File: config.mk
export PLATFORM = sky130hd
export DESIGN_NAME = flash_sequencer
export DESIGN_NICKNAME = d
export VERILOG_FILES = /design/src/shared/flash_pkg.sv /design/src/design/flash_sequencer.sv
export SDC_FILE = /design/constraint.sdc
export NUM_CORES = 2
export LEC_CHECK = 0
export BUFFER_PORTS_ARGS = -buffer_cell sky130_fd_sc_hd__buf_2
export CAP_MARGIN = 10
export CORE_MARGIN = 4
export CORE_UTILIZATION = 55
export DETAILED_ROUTE_END_ITERATION = 16
export GPL_ROUTABILITY_DRIVEN = 0
export PLACE_DENSITY = 0.71
export SLEW_MARGIN = 10
export SYNTH_ARGS = -nofsm -noshare
export SYNTH_HDL_FRONTEND = slang
export SYNTH_SLANG_ARGS = --single-unit
File: constraint.sdc
create_clock -name ref_clk -period 5.8 [get_ports ref_clk]
set_input_delay 0.58 -clock ref_clk [delete_from_list [all_inputs] [get_ports ref_clk]]
set_output_delay 0.58 -clock ref_clk [all_outputs]
set_load 0.05 [all_outputs]
File: src/shared/flash_pkg.sv
package flash_pkg;
    // timing: figures in microseconds, counts at the 20 MHz ref_clk
    localparam int CLK_MHZ = 20;
    localparam int PAGE_PROGRAM_TIME_US = 1000;
    localparam int BLOCK_ERASE_TIME_US = 50000;
    localparam int CHIP_ERASE_TIME_US = 1000000;
    localparam int PAGE_PROGRAM_CYCLES = PAGE_PROGRAM_TIME_US * CLK_MHZ;
    localparam int BLOCK_ERASE_CYCLES = BLOCK_ERASE_TIME_US * CLK_MHZ;
    localparam int CHIP_ERASE_CYCLES = CHIP_ERASE_TIME_US * CLK_MHZ;

    localparam logic [7:0] OP_PROGRAM = 8'h02;
    localparam logic [7:0] OP_ERASE_4K = 8'h20;
    localparam logic [7:0] OP_ERASE_32K = 8'h52;
    localparam logic [7:0] OP_ERASE_64K = 8'hD8;
    localparam logic [7:0] OP_CHIP_A = 8'h60;
    localparam logic [7:0] OP_CHIP_B = 8'hC7;
    localparam logic [7:0] OP_WRITE_ENABLE = 8'h06;
    localparam logic [7:0] OP_NONE = 8'h00;

    localparam int ADDR_W = 20;
    localparam int SECTOR_LSB = 16;
    localparam int SECTORS = 16;
    localparam logic [8:0] PAGE_BYTES = 9'h100;
    localparam logic [2:0] ADDR_DONE = 3'h4;
    localparam logic [15:0] PROT_RESET = 16'hFFFF;
    localparam logic [19:0] MASK_4K = 20'hFF000;
    localparam logic [19:0] MASK_32K = 20'hF8000;
    localparam logic [19:0] MASK_64K = 20'hF0000;

    typedef enum logic [1:0] {ERASE_4K, ERASE_32K, ERASE_64K, ERASE_CHIP} erase_kind_e;

    typedef struct packed {
        logic [19:0] addr;
        logic [7:0] data;
    } prog_word_s;

    typedef struct packed {
        erase_kind_e kind;
        logic [19:0] base;
    } erase_cmd_s;
endpackage

File: src/design/flash_sequencer.sv
`timescale 1ns/100ps
// What this block does
// opcode 02h, three address bytes, data buffered
// host programs 1..256 bytes into erased locations
// program and erase start only with latch set
// data past page end wraps within page
// over 256 bytes keeps last 256 only
// chip select rise programs buffered bytes, self-timed
// short address, no data, ragged end abort
// protected start sector: no program, back idle
// program aborts clear the write latch
// busy while programming, latch cleared before done
// array verify failure sets fail flag
// 20h/52h/D8h erase 4K/32K/64K blocks
// erase takes address, ignores extra bytes
// low address bits ignored per block size
// short or ragged erase frame erases nothing
// protected or short erase clears the latch
// busy while erasing, latch cleared before done
// host should poll status instead of waiting
// 60h or C7h erase whole chip
// partial or ragged chip erase opcode ignored
// any protected sector refuses chip erase
// sample input on serial clock rising edge
// bytes MSB first, frames open on select
// complete 06h sets the write latch
// sector protection bits reset to protected
// busy clears only after failure is reported
module flash_sequencer #(
    parameter int PP_CYCLES = flash_pkg::PAGE_PROGRAM_CYCLES,
    parameter int BE_CYCLES = flash_pkg::BLOCK_ERASE_CYCLES,
    parameter int CE_CYCLES = flash_pkg::CHIP_ERASE_CYCLES
) (
    input wire logic ref_clk,
    input wire logic rst_b,
    input wire logic cs_b,
    input wire logic sck,
    input wire logic si,
    input wire logic prot_wr,
    input wire logic [3:0] prot_sector,
    input wire logic prot_value,
    output logic [15:0] sector_prot,
    output logic busy,
    output logic write_latch_flag,
    output logic program_erase_fail_flag,
    output logic wr_valid,
    input wire logic wr_ready,
    output flash_pkg::prog_word_s wr_word,
    output logic erase_req,
    output flash_pkg::erase_cmd_s erase_cmd,
    input wire logic array_fail
);

    function automatic logic [19:0] block_base(input flash_pkg::erase_kind_e k, input logic [19:0] a);
        unique case (k)
            flash_pkg::ERASE_4K: block_base = a & flash_pkg::MASK_4K;
            flash_pkg::ERASE_32K: block_base = a & flash_pkg::MASK_32K;
            flash_pkg::ERASE_64K: block_base = a & flash_pkg::MASK_64K;
            flash_pkg::ERASE_CHIP: block_base = '0;
        endcase
    endfunction

    ////////////////////////////////////////////////////////////////////////////////
    // pin synchronisers
    logic cs_s1, cs_s2, cs_d, sck_s1, sck_s2, sck_d, si_s1, si_s2;

    always_ff @(posedge ref_clk) begin
        if (!rst_b) begin
            {cs_s1, cs_s2, cs_d} <= 3'h7;
            {sck_s1, sck_s2, sck_d, si_s1, si_s2} <= 5'h0;
        end else begin
            {cs_s1, cs_s2, cs_d} <= {cs_b, cs_s1, cs_s2};
            {sck_s1, sck_s2, sck_d} <= {sck, sck_s1, sck_s2};
            {si_s1, si_s2} <= {si, si_s1};
        end
    end

    logic sck_rise, frame_end;
    assign sck_rise = sck_s2 && !sck_d;
    assign frame_end = cs_s2 && !cs_d;

    ////////////////////////////////////////////////////////////////////////////////
    // command front end
    logic [6:0] shreg, next_shreg;
    logic [2:0] bit_cnt, next_bit_cnt, byte_idx, next_byte_idx;
    logic [7:0] op, next_op, wr_idx, next_wr_idx;
    logic [23:0] addr, next_addr;
    logic [8:0] data_cnt, next_data_cnt;
    logic [7:0] page_buf [256];
    logic [7:0] next_buf [256];
    logic frame_busy, next_frame_busy, next_write_latch_flag;
    logic [15:0] next_prot;
    logic start_prog, start_erase;
    flash_pkg::erase_kind_e start_kind;

    always_comb begin
        logic [7:0] byte_in;
        logic whole, got_op, got_addr;
        byte_in = {shreg, si_s2};
        whole = bit_cnt == 3'h0;
        got_op = byte_idx != 3'h0;
        got_addr = byte_idx == flash_pkg::ADDR_DONE;
        next_shreg = shreg;
        next_bit_cnt = bit_cnt;
        next_byte_idx = byte_idx;
        next_op = op;
        next_addr = addr;
        next_wr_idx = wr_idx;
        next_data_cnt = data_cnt;
        next_buf = page_buf;
        next_write_latch_flag = write_latch_flag;
        next_frame_busy = frame_busy || busy;
        next_prot = sector_prot;
        start_prog = 1'b0;
        start_erase = 1'b0;
        start_kind = flash_pkg::ERASE_CHIP;
        if (prot_wr) begin
            next_prot[prot_sector] = prot_value;
        end
        if (cs_s2) begin
            next_bit_cnt = 3'h0;
            next_byte_idx = 3'h0;
            next_data_cnt = 9'h0;
            next_op = flash_pkg::OP_NONE;
            next_frame_busy = busy;
        end else if (sck_rise && !frame_busy && !busy) begin
            next_shreg = byte_in[6:0];
            next_bit_cnt = bit_cnt + 3'h1;
            if (bit_cnt == 3'h7) begin
                if (byte_idx == 3'h0) begin
                    next_op = byte_in;
                end else if (byte_idx != flash_pkg::ADDR_DONE) begin
                    next_addr = {addr[15:0], byte_in};
                    next_wr_idx = byte_in;
                end else if (op == flash_pkg::OP_PROGRAM) begin
                    next_buf[wr_idx] = byte_in;
                    next_wr_idx = wr_idx + 8'h1;
                    if (data_cnt != flash_pkg::PAGE_BYTES) begin
                        next_data_cnt = data_cnt + 9'h1;
                    end
                end
                if (!got_addr) begin
                    next_byte_idx = byte_idx + 3'h1;
                end
            end
        end
        if (frame_end && !frame_busy && !busy) begin
            unique case (op)
                flash_pkg::OP_WRITE_ENABLE: begin
                    if (whole && got_op) begin
                        next_write_latch_flag = 1'b1;
                    end
                end
                flash_pkg::OP_PROGRAM: begin
                    if (write_latch_flag) begin
                        if (!whole || !got_addr || data_cnt == 9'h0 || sector_prot[addr[19:16]]) begin
                            next_write_latch_flag = 1'b0;
                        end else begin
                            start_prog = 1'b1;
                        end
                    end
                end
                flash_pkg::OP_ERASE_4K, flash_pkg::OP_ERASE_32K, flash_pkg::OP_ERASE_64K: begin
                    start_kind = op == flash_pkg::OP_ERASE_4K ? flash_pkg::ERASE_4K :
                        op == flash_pkg::OP_ERASE_32K ? flash_pkg::ERASE_32K : flash_pkg::ERASE_64K;
                    if (write_latch_flag) begin
                        if (!whole || !got_addr || sector_prot[addr[19:16]]) begin
                            next_write_latch_flag = 1'b0;
                        end else begin
                            start_erase = 1'b1;
                        end
                    end
                end
                flash_pkg::OP_CHIP_A, flash_pkg::OP_CHIP_B: begin
                    if (write_latch_flag && whole && got_op) begin
                        if (|sector_prot) begin
                            next_write_latch_flag = 1'b0;
                        end else begin
                            start_erase = 1'b1;
                        end
                    end
                end
                default: begin
                end
            endcase
            if (start_prog || start_erase) begin
                next_write_latch_flag = 1'b0;
            end
        end
    end

    always_ff @(posedge ref_clk) begin
        if (!rst_b) begin
            shreg <= 7'h0;
            bit_cnt <= 3'h0;
            byte_idx <= 3'h0;
            op <= flash_pkg::OP_NONE;
            addr <= 24'h0;
            wr_idx <= 8'h0;
            data_cnt <= 9'h0;
            frame_busy <= 1'b0;
            write_latch_flag <= 1'b0;
            sector_prot <= flash_pkg::PROT_RESET;
        end else begin
            shreg <= next_shreg;
            bit_cnt <= next_bit_cnt;
            byte_idx <= next_byte_idx;
            op <= next_op;
            addr <= next_addr;
            wr_idx <= next_wr_idx;
            data_cnt <= next_data_cnt;
            frame_busy <= next_frame_busy;
            write_latch_flag <= next_write_latch_flag;
            sector_prot <= next_prot;
        end
    end

    always_ff @(posedge ref_clk) begin
        page_buf <= next_buf;
    end

    ////////////////////////////////////////////////////////////////////////////////
    // self-timed execution and two-entry write buffer
    typedef enum logic {EX_IDLE, EX_RUN} exec_e;
    exec_e state, next_state;
    logic [31:0] timer, next_timer;
    logic [8:0] rd_cnt, next_rd_cnt;
    logic [7:0] rd_idx, next_rd_idx;
    logic [19:0] page_base, next_page_base;
    flash_pkg::prog_word_s fifo [2];
    flash_pkg::prog_word_s next_fifo [2];
    logic [1:0] fifo_cnt, next_fifo_cnt;
    logic rd_ptr, next_rd_ptr, push, pop, next_fail, next_erase_req;
    flash_pkg::erase_cmd_s next_erase_cmd;

    assign push = state == EX_RUN && rd_cnt != 9'h0 && fifo_cnt != 2'h2;
    assign pop = wr_valid && wr_ready;
    assign wr_valid = fifo_cnt != 2'h0;
    assign wr_word = fifo[rd_ptr];
    assign busy = state == EX_RUN;

    always_comb begin
        next_state = state;
        next_timer = timer;
        next_rd_cnt = rd_cnt;
        next_rd_idx = rd_idx;
        next_page_base = page_base;
        next_fifo = fifo;
        next_fifo_cnt = fifo_cnt + {1'b0, push} - {1'b0, pop};
        next_rd_ptr = rd_ptr ^ pop;
        next_fail = program_erase_fail_flag;
        next_erase_req = 1'b0;
        next_erase_cmd = erase_cmd;
        if (push) begin
            next_fifo[rd_ptr ^ (fifo_cnt == 2'h1)] = '{addr: {page_base[19:8], rd_idx}, data: page_buf[rd_idx]};
            next_rd_idx = rd_idx + 8'h1;
            next_rd_cnt = rd_cnt - 9'h1;
        end
        unique case (state)
            EX_IDLE: begin
                if (start_prog) begin
                    next_state = EX_RUN;
                    next_fail = 1'b0;
                    next_timer = 32'(PP_CYCLES);
                    next_rd_cnt = data_cnt;
                    next_rd_idx = addr[7:0];
                    next_page_base = addr[19:0];
                end else if (start_erase) begin
                    next_state = EX_RUN;
                    next_fail = 1'b0;
                    next_timer = start_kind == flash_pkg::ERASE_CHIP ? 32'(CE_CYCLES) : 32'(BE_CYCLES);
                    next_erase_req = 1'b1;
                    next_erase_cmd = '{kind: start_kind, base: block_base(start_kind, addr[19:0])};
                end
            end
            EX_RUN: begin
                if (array_fail) begin
                    next_fail = 1'b1;
                end
                if (timer != 32'h0) begin
                    next_timer = timer - 32'h1;
                end else if (rd_cnt == 9'h0 && fifo_cnt == 2'h0 && !array_fail) begin
                    next_state = EX_IDLE;
                end
            end
        endcase
    end

    always_ff @(posedge ref_clk) begin
        if (!rst_b) begin
            state <= EX_IDLE;
            timer <= 32'h0;
            rd_cnt <= 9'h0;
            rd_idx <= 8'h0;
            page_base <= 20'h0;
            fifo <= '{default: '0};
            fifo_cnt <= 2'h0;
            rd_ptr <= 1'b0;
            program_erase_fail_flag <= 1'b0;
            erase_req <= 1'b0;
            erase_cmd <= '0;
        end else begin
            state <= next_state;
            timer <= next_timer;
            rd_cnt <= next_rd_cnt;
            rd_idx <= next_rd_idx;
            page_base <= next_page_base;
            fifo <= next_fifo;
            fifo_cnt <= next_fifo_cnt;
            rd_ptr <= next_rd_ptr;
            program_erase_fail_flag <= next_fail;
            erase_req <= next_erase_req;
            erase_cmd <= next_erase_cmd;
        end
    end
endmodule

==> run_results.csv <==
group,metric,value,unit
logic_synthesis,async_reset_ff_share,0,%
timing,setup_ws,0.649,ns
cts,root_buffer,"clkbuf_16",
logic_synthesis,synthMuxAreaShare,14.9,%
floorplanning,ios,84,
critical_path,start_kind,"flop",
logic_synthesis,avgSynthCellArea,18.1,µm²
logic_synthesis,yosysTopAreaCellShare,68.8,%
flow_run,cap_violations,0,
critical_path,reg2reg_to,"page_buf[1867]",
timing,hold_viol_final,0,
global_routing,grt_overflow,0,
cts,clockBufferDepth,3,
place,dp_hpwl,151000,µm
logic_synthesis,ys_types,85,
cells_and_area,register_area,0.0659,mm²
critical_path,worstPathArrival,5.60,ns
logic_synthesis,postSynthCellCount,4948,
timing,period_minus_slack,5.15,ns
cts,cts.sinks,2265,
critical_path,cp.required,6.25,ns
power,irDropWorstVdd,0.000387,V
critical_path,crit_path_end_kind,"flop",
global_routing,grt_pass1_wl,353000,µm
timing,rsz0062_at_grt,"no",
logic_synthesis,synth.area.top_cells,"edfxtp_1 69%, mux4_2 13%, dfxtp_1 4.9%",
timing,period_share,88.8,%
cells_and_area,design_area,0.0996,mm²
cts,clk_pin_slew,0.06,ns
detailed_routing,totalWireLength,246000,µm
min_path,hold_path_class,"input pin to flop",
place,dp.cells,7008,
detailed_routing,num_vias,49800,
timing,maxSlewHeadroom,5.66,%
logic_synthesis,synth-compound-area-share,3.52,%
cells_and_area,fill_cells,11300,
logic_synthesis,synth-seq-cells,2265,
status,status,"completed",
logic_synthesis,synthAdderAreaFrac,0.224,%
place,post-place-ws,0.968,ns
critical_path,reg2regPathDepth,7,
detailed_routing,routedWlPerCell,33.1,µm
cells_and_area,layout_common_cells,"2048 x edfxtp_1, 497 x mux4_2, 423 x nor2_1, 359 x nand2_1, 220 x clkbuf_16",
logic_synthesis,synth_warnings,0,
detailed_routing,first_pass_iters,6,
timing,max_freq,0.194,GHz
power,p_per_area,322,mW/mm²
place,portBuffers,71,
cts,numCtsBuffers,216,
critical_path,path_class,"flop to flop",
logic_synthesis,synth_top_family_by_area,"multiplexers",
cells_and_area,final_cells,7421,
global_routing,grt_pass1_vias,48200,
timing,setup_tns,0,ns
critical_path,startpoint,"op[7]",
detailed_routing,postRouteAntennaNets,0,
detailed_routing,drc,0,
cells_and_area,drive_gt1_share,21.0,%
logic_synthesis,yosys.area_share.xor_xnor,0.411,%
cts,cts_resized,0,
cts,cts_tree,"done",
cells_and_area,syn_to_final_growth,11.4,%
cells_and_area,multiInputGateArea,0.0222,mm²
logic_synthesis,synth_seq_area_share,73.6,%
timing,tightest_slew,1.41,ns
detailed_routing,drt-initial-drc-count,8020,
critical_path,crit_path_end,"page_buf[1867]",
critical_path,r2r-start,"op[7]",
cells_and_area,final_common_cell,"edfxtp_1",
place,place_area,0.0924,mm²
floorplanning,core-area,0.161,mm²
power,power_leakage,31.7,nW
floorplanning,die_area,0.169,mm²
critical_path,rrSetupSlack,0.65,ns
cts,post_cts_buffers,0,
logic_synthesis,ys.flop_type,"edfxtp_1",
cells_and_area,nNetsFinal,5099,
logic_synthesis,yosys.area.top_type,"edfxtp_1",
logic_synthesis,synth_simple_gate_area_share,5.66,%
timing,setup_viol,0,
timing,hold_slack,0.0630,ns
floorplanning,fp.dieW,411,µm
logic_synthesis,syn_area,0.0894,mm²
timing,fin_skew,0.0440,ns
cts,cts_max_level,4,
detailed_routing,vias_per_cell,6.70,
cts,hold_buffers,4,
critical_path,critPathMaxFanout,12,
global_routing,grt_util_all_layers,29.1,%
floorplanning,floorplan.initialDensity,55.5,%
logic_synthesis,synth-edff-count,2048,
timing,slew_violations,0,
global_routing,antenna_found_initial,8,
cts,clkLatencyLatePin,0.85,ns
floorplanning,rows,147,
floorplanning,die_h,411,µm
global_routing,grt_max_degree,206,
==> metal layers <==
layer,global-route usage (%),share of wire [%],up-vias
met5,0.201,0.022,-
met4,12.5,5.2,4
met3,8.30,12,628
met2,43.2,45,3454
met1,40.8,37,25600
li1,-,-,20000
==> per-stage QoR <==
step | total power [mW] | utilization [%]
4_1_cts | 32.2 | 61.8
6_report | 32.1 | 61.8
5_1_grt | 32.9 | 61.8
3_3_place_gp | 18.2 | 57.3
3_5_place_dp | 18.2 | 57.3
2_1_floorplan | 18.1 | -
==> worst min-delay path by stage <==
| stage | start | to | slack, ns | cells after the start |
|---|---|---|---|---|
| 4_1_cts | prot_value | sector_prot[4] | 0.02 | 3 |
| 6_report | prot_value | sector_prot[8] | 0.06 | 3 |
| 5_1_grt | prot_value | sector_prot[4] | 0.05 | 3 |
| 3_3_place_gp | si_s1 | si_s2 | 0.42 | 1 |
| 2_1_floorplan | cs_s1 | cs_s2 | 0.39 | 1 |
| 3_5_place_dp | si_s1 | si_s2 | 0.42 | 1 |
==> flip-flops by register name (all words and copies together) (netlist names), 2 cells and up <==
register / count
addr: 20
bit_cnt: 3
byte_idx: 3
data_cnt: 9
erase_cmd: 10
fifo: 56
fifo_cnt: 2
op: 8
page_base: 12
page_buf: 2048
rd_cnt: 9
rd_idx: 8
sector_prot: 16
shreg: 7
timer: 32
wr_idx: 8
==> area by class of cell <==
cell class	count	area share [%]
Clock buffer	264	5.74
Antenna cell	4	0.0101
Multi-Input combinational cell	2363	22.3
Timing Repair Buffer	197	1.54
Clock inverter	141	1.44
Sequential cell	2265	66.2
Tap cell	2160	2.71
Inverter	27	0.109
==> where the power goes <==
part           internal [mW]  switching (mW)
clock                   8.12            6.11
combinational         0.0778           0.201
sequential              17.5          0.0165
==> critical path, stage by stage (launching register included) <==
cell and delay [ns]:
dfxtp_1 0.37, nor4b_1 0.72, nand4_1 0.40, nor3_1 0.92
buf_4 0.25, and2_1 0.18, nand2_1 0.77, nor2_1 1.12
==> synth_stat cells (all sizes together) (9+ instances only) <==
cell type  count
o22ai         31
nor3          42
o31ai         13
mux4         497
clkbuf       162
xor2          15
or4           10
xnor2         27
buf          142
o311ai        12
a21oi        155
a2111oi        9
a311oi        12
o221ai        14
mux2i        162
nand3b        10
nand3         78
edfxtp      2048
nand4         17
and3          11
and2          34
o21ai         58
or3           18
a31oi         12
dfxtp        217
nand2b        24
o211ai        18
ha            16
a211oi        34
nor2b         25
nand2        361
mux2          47
inv           25
nor4          27
nor2         424
a22oi         37
==> cell families after synthesis <==
family	after synthesis
flip-flops	2265
AO/OA/AOI/OAI	469
multiplexers	706
XOR/XNOR	42
other	1
AND/OR/NAND/NOR	1118
adder cells (fa/ha/maj)	16
buffers and inverters	331
Power figures use the tool's default switching activity.
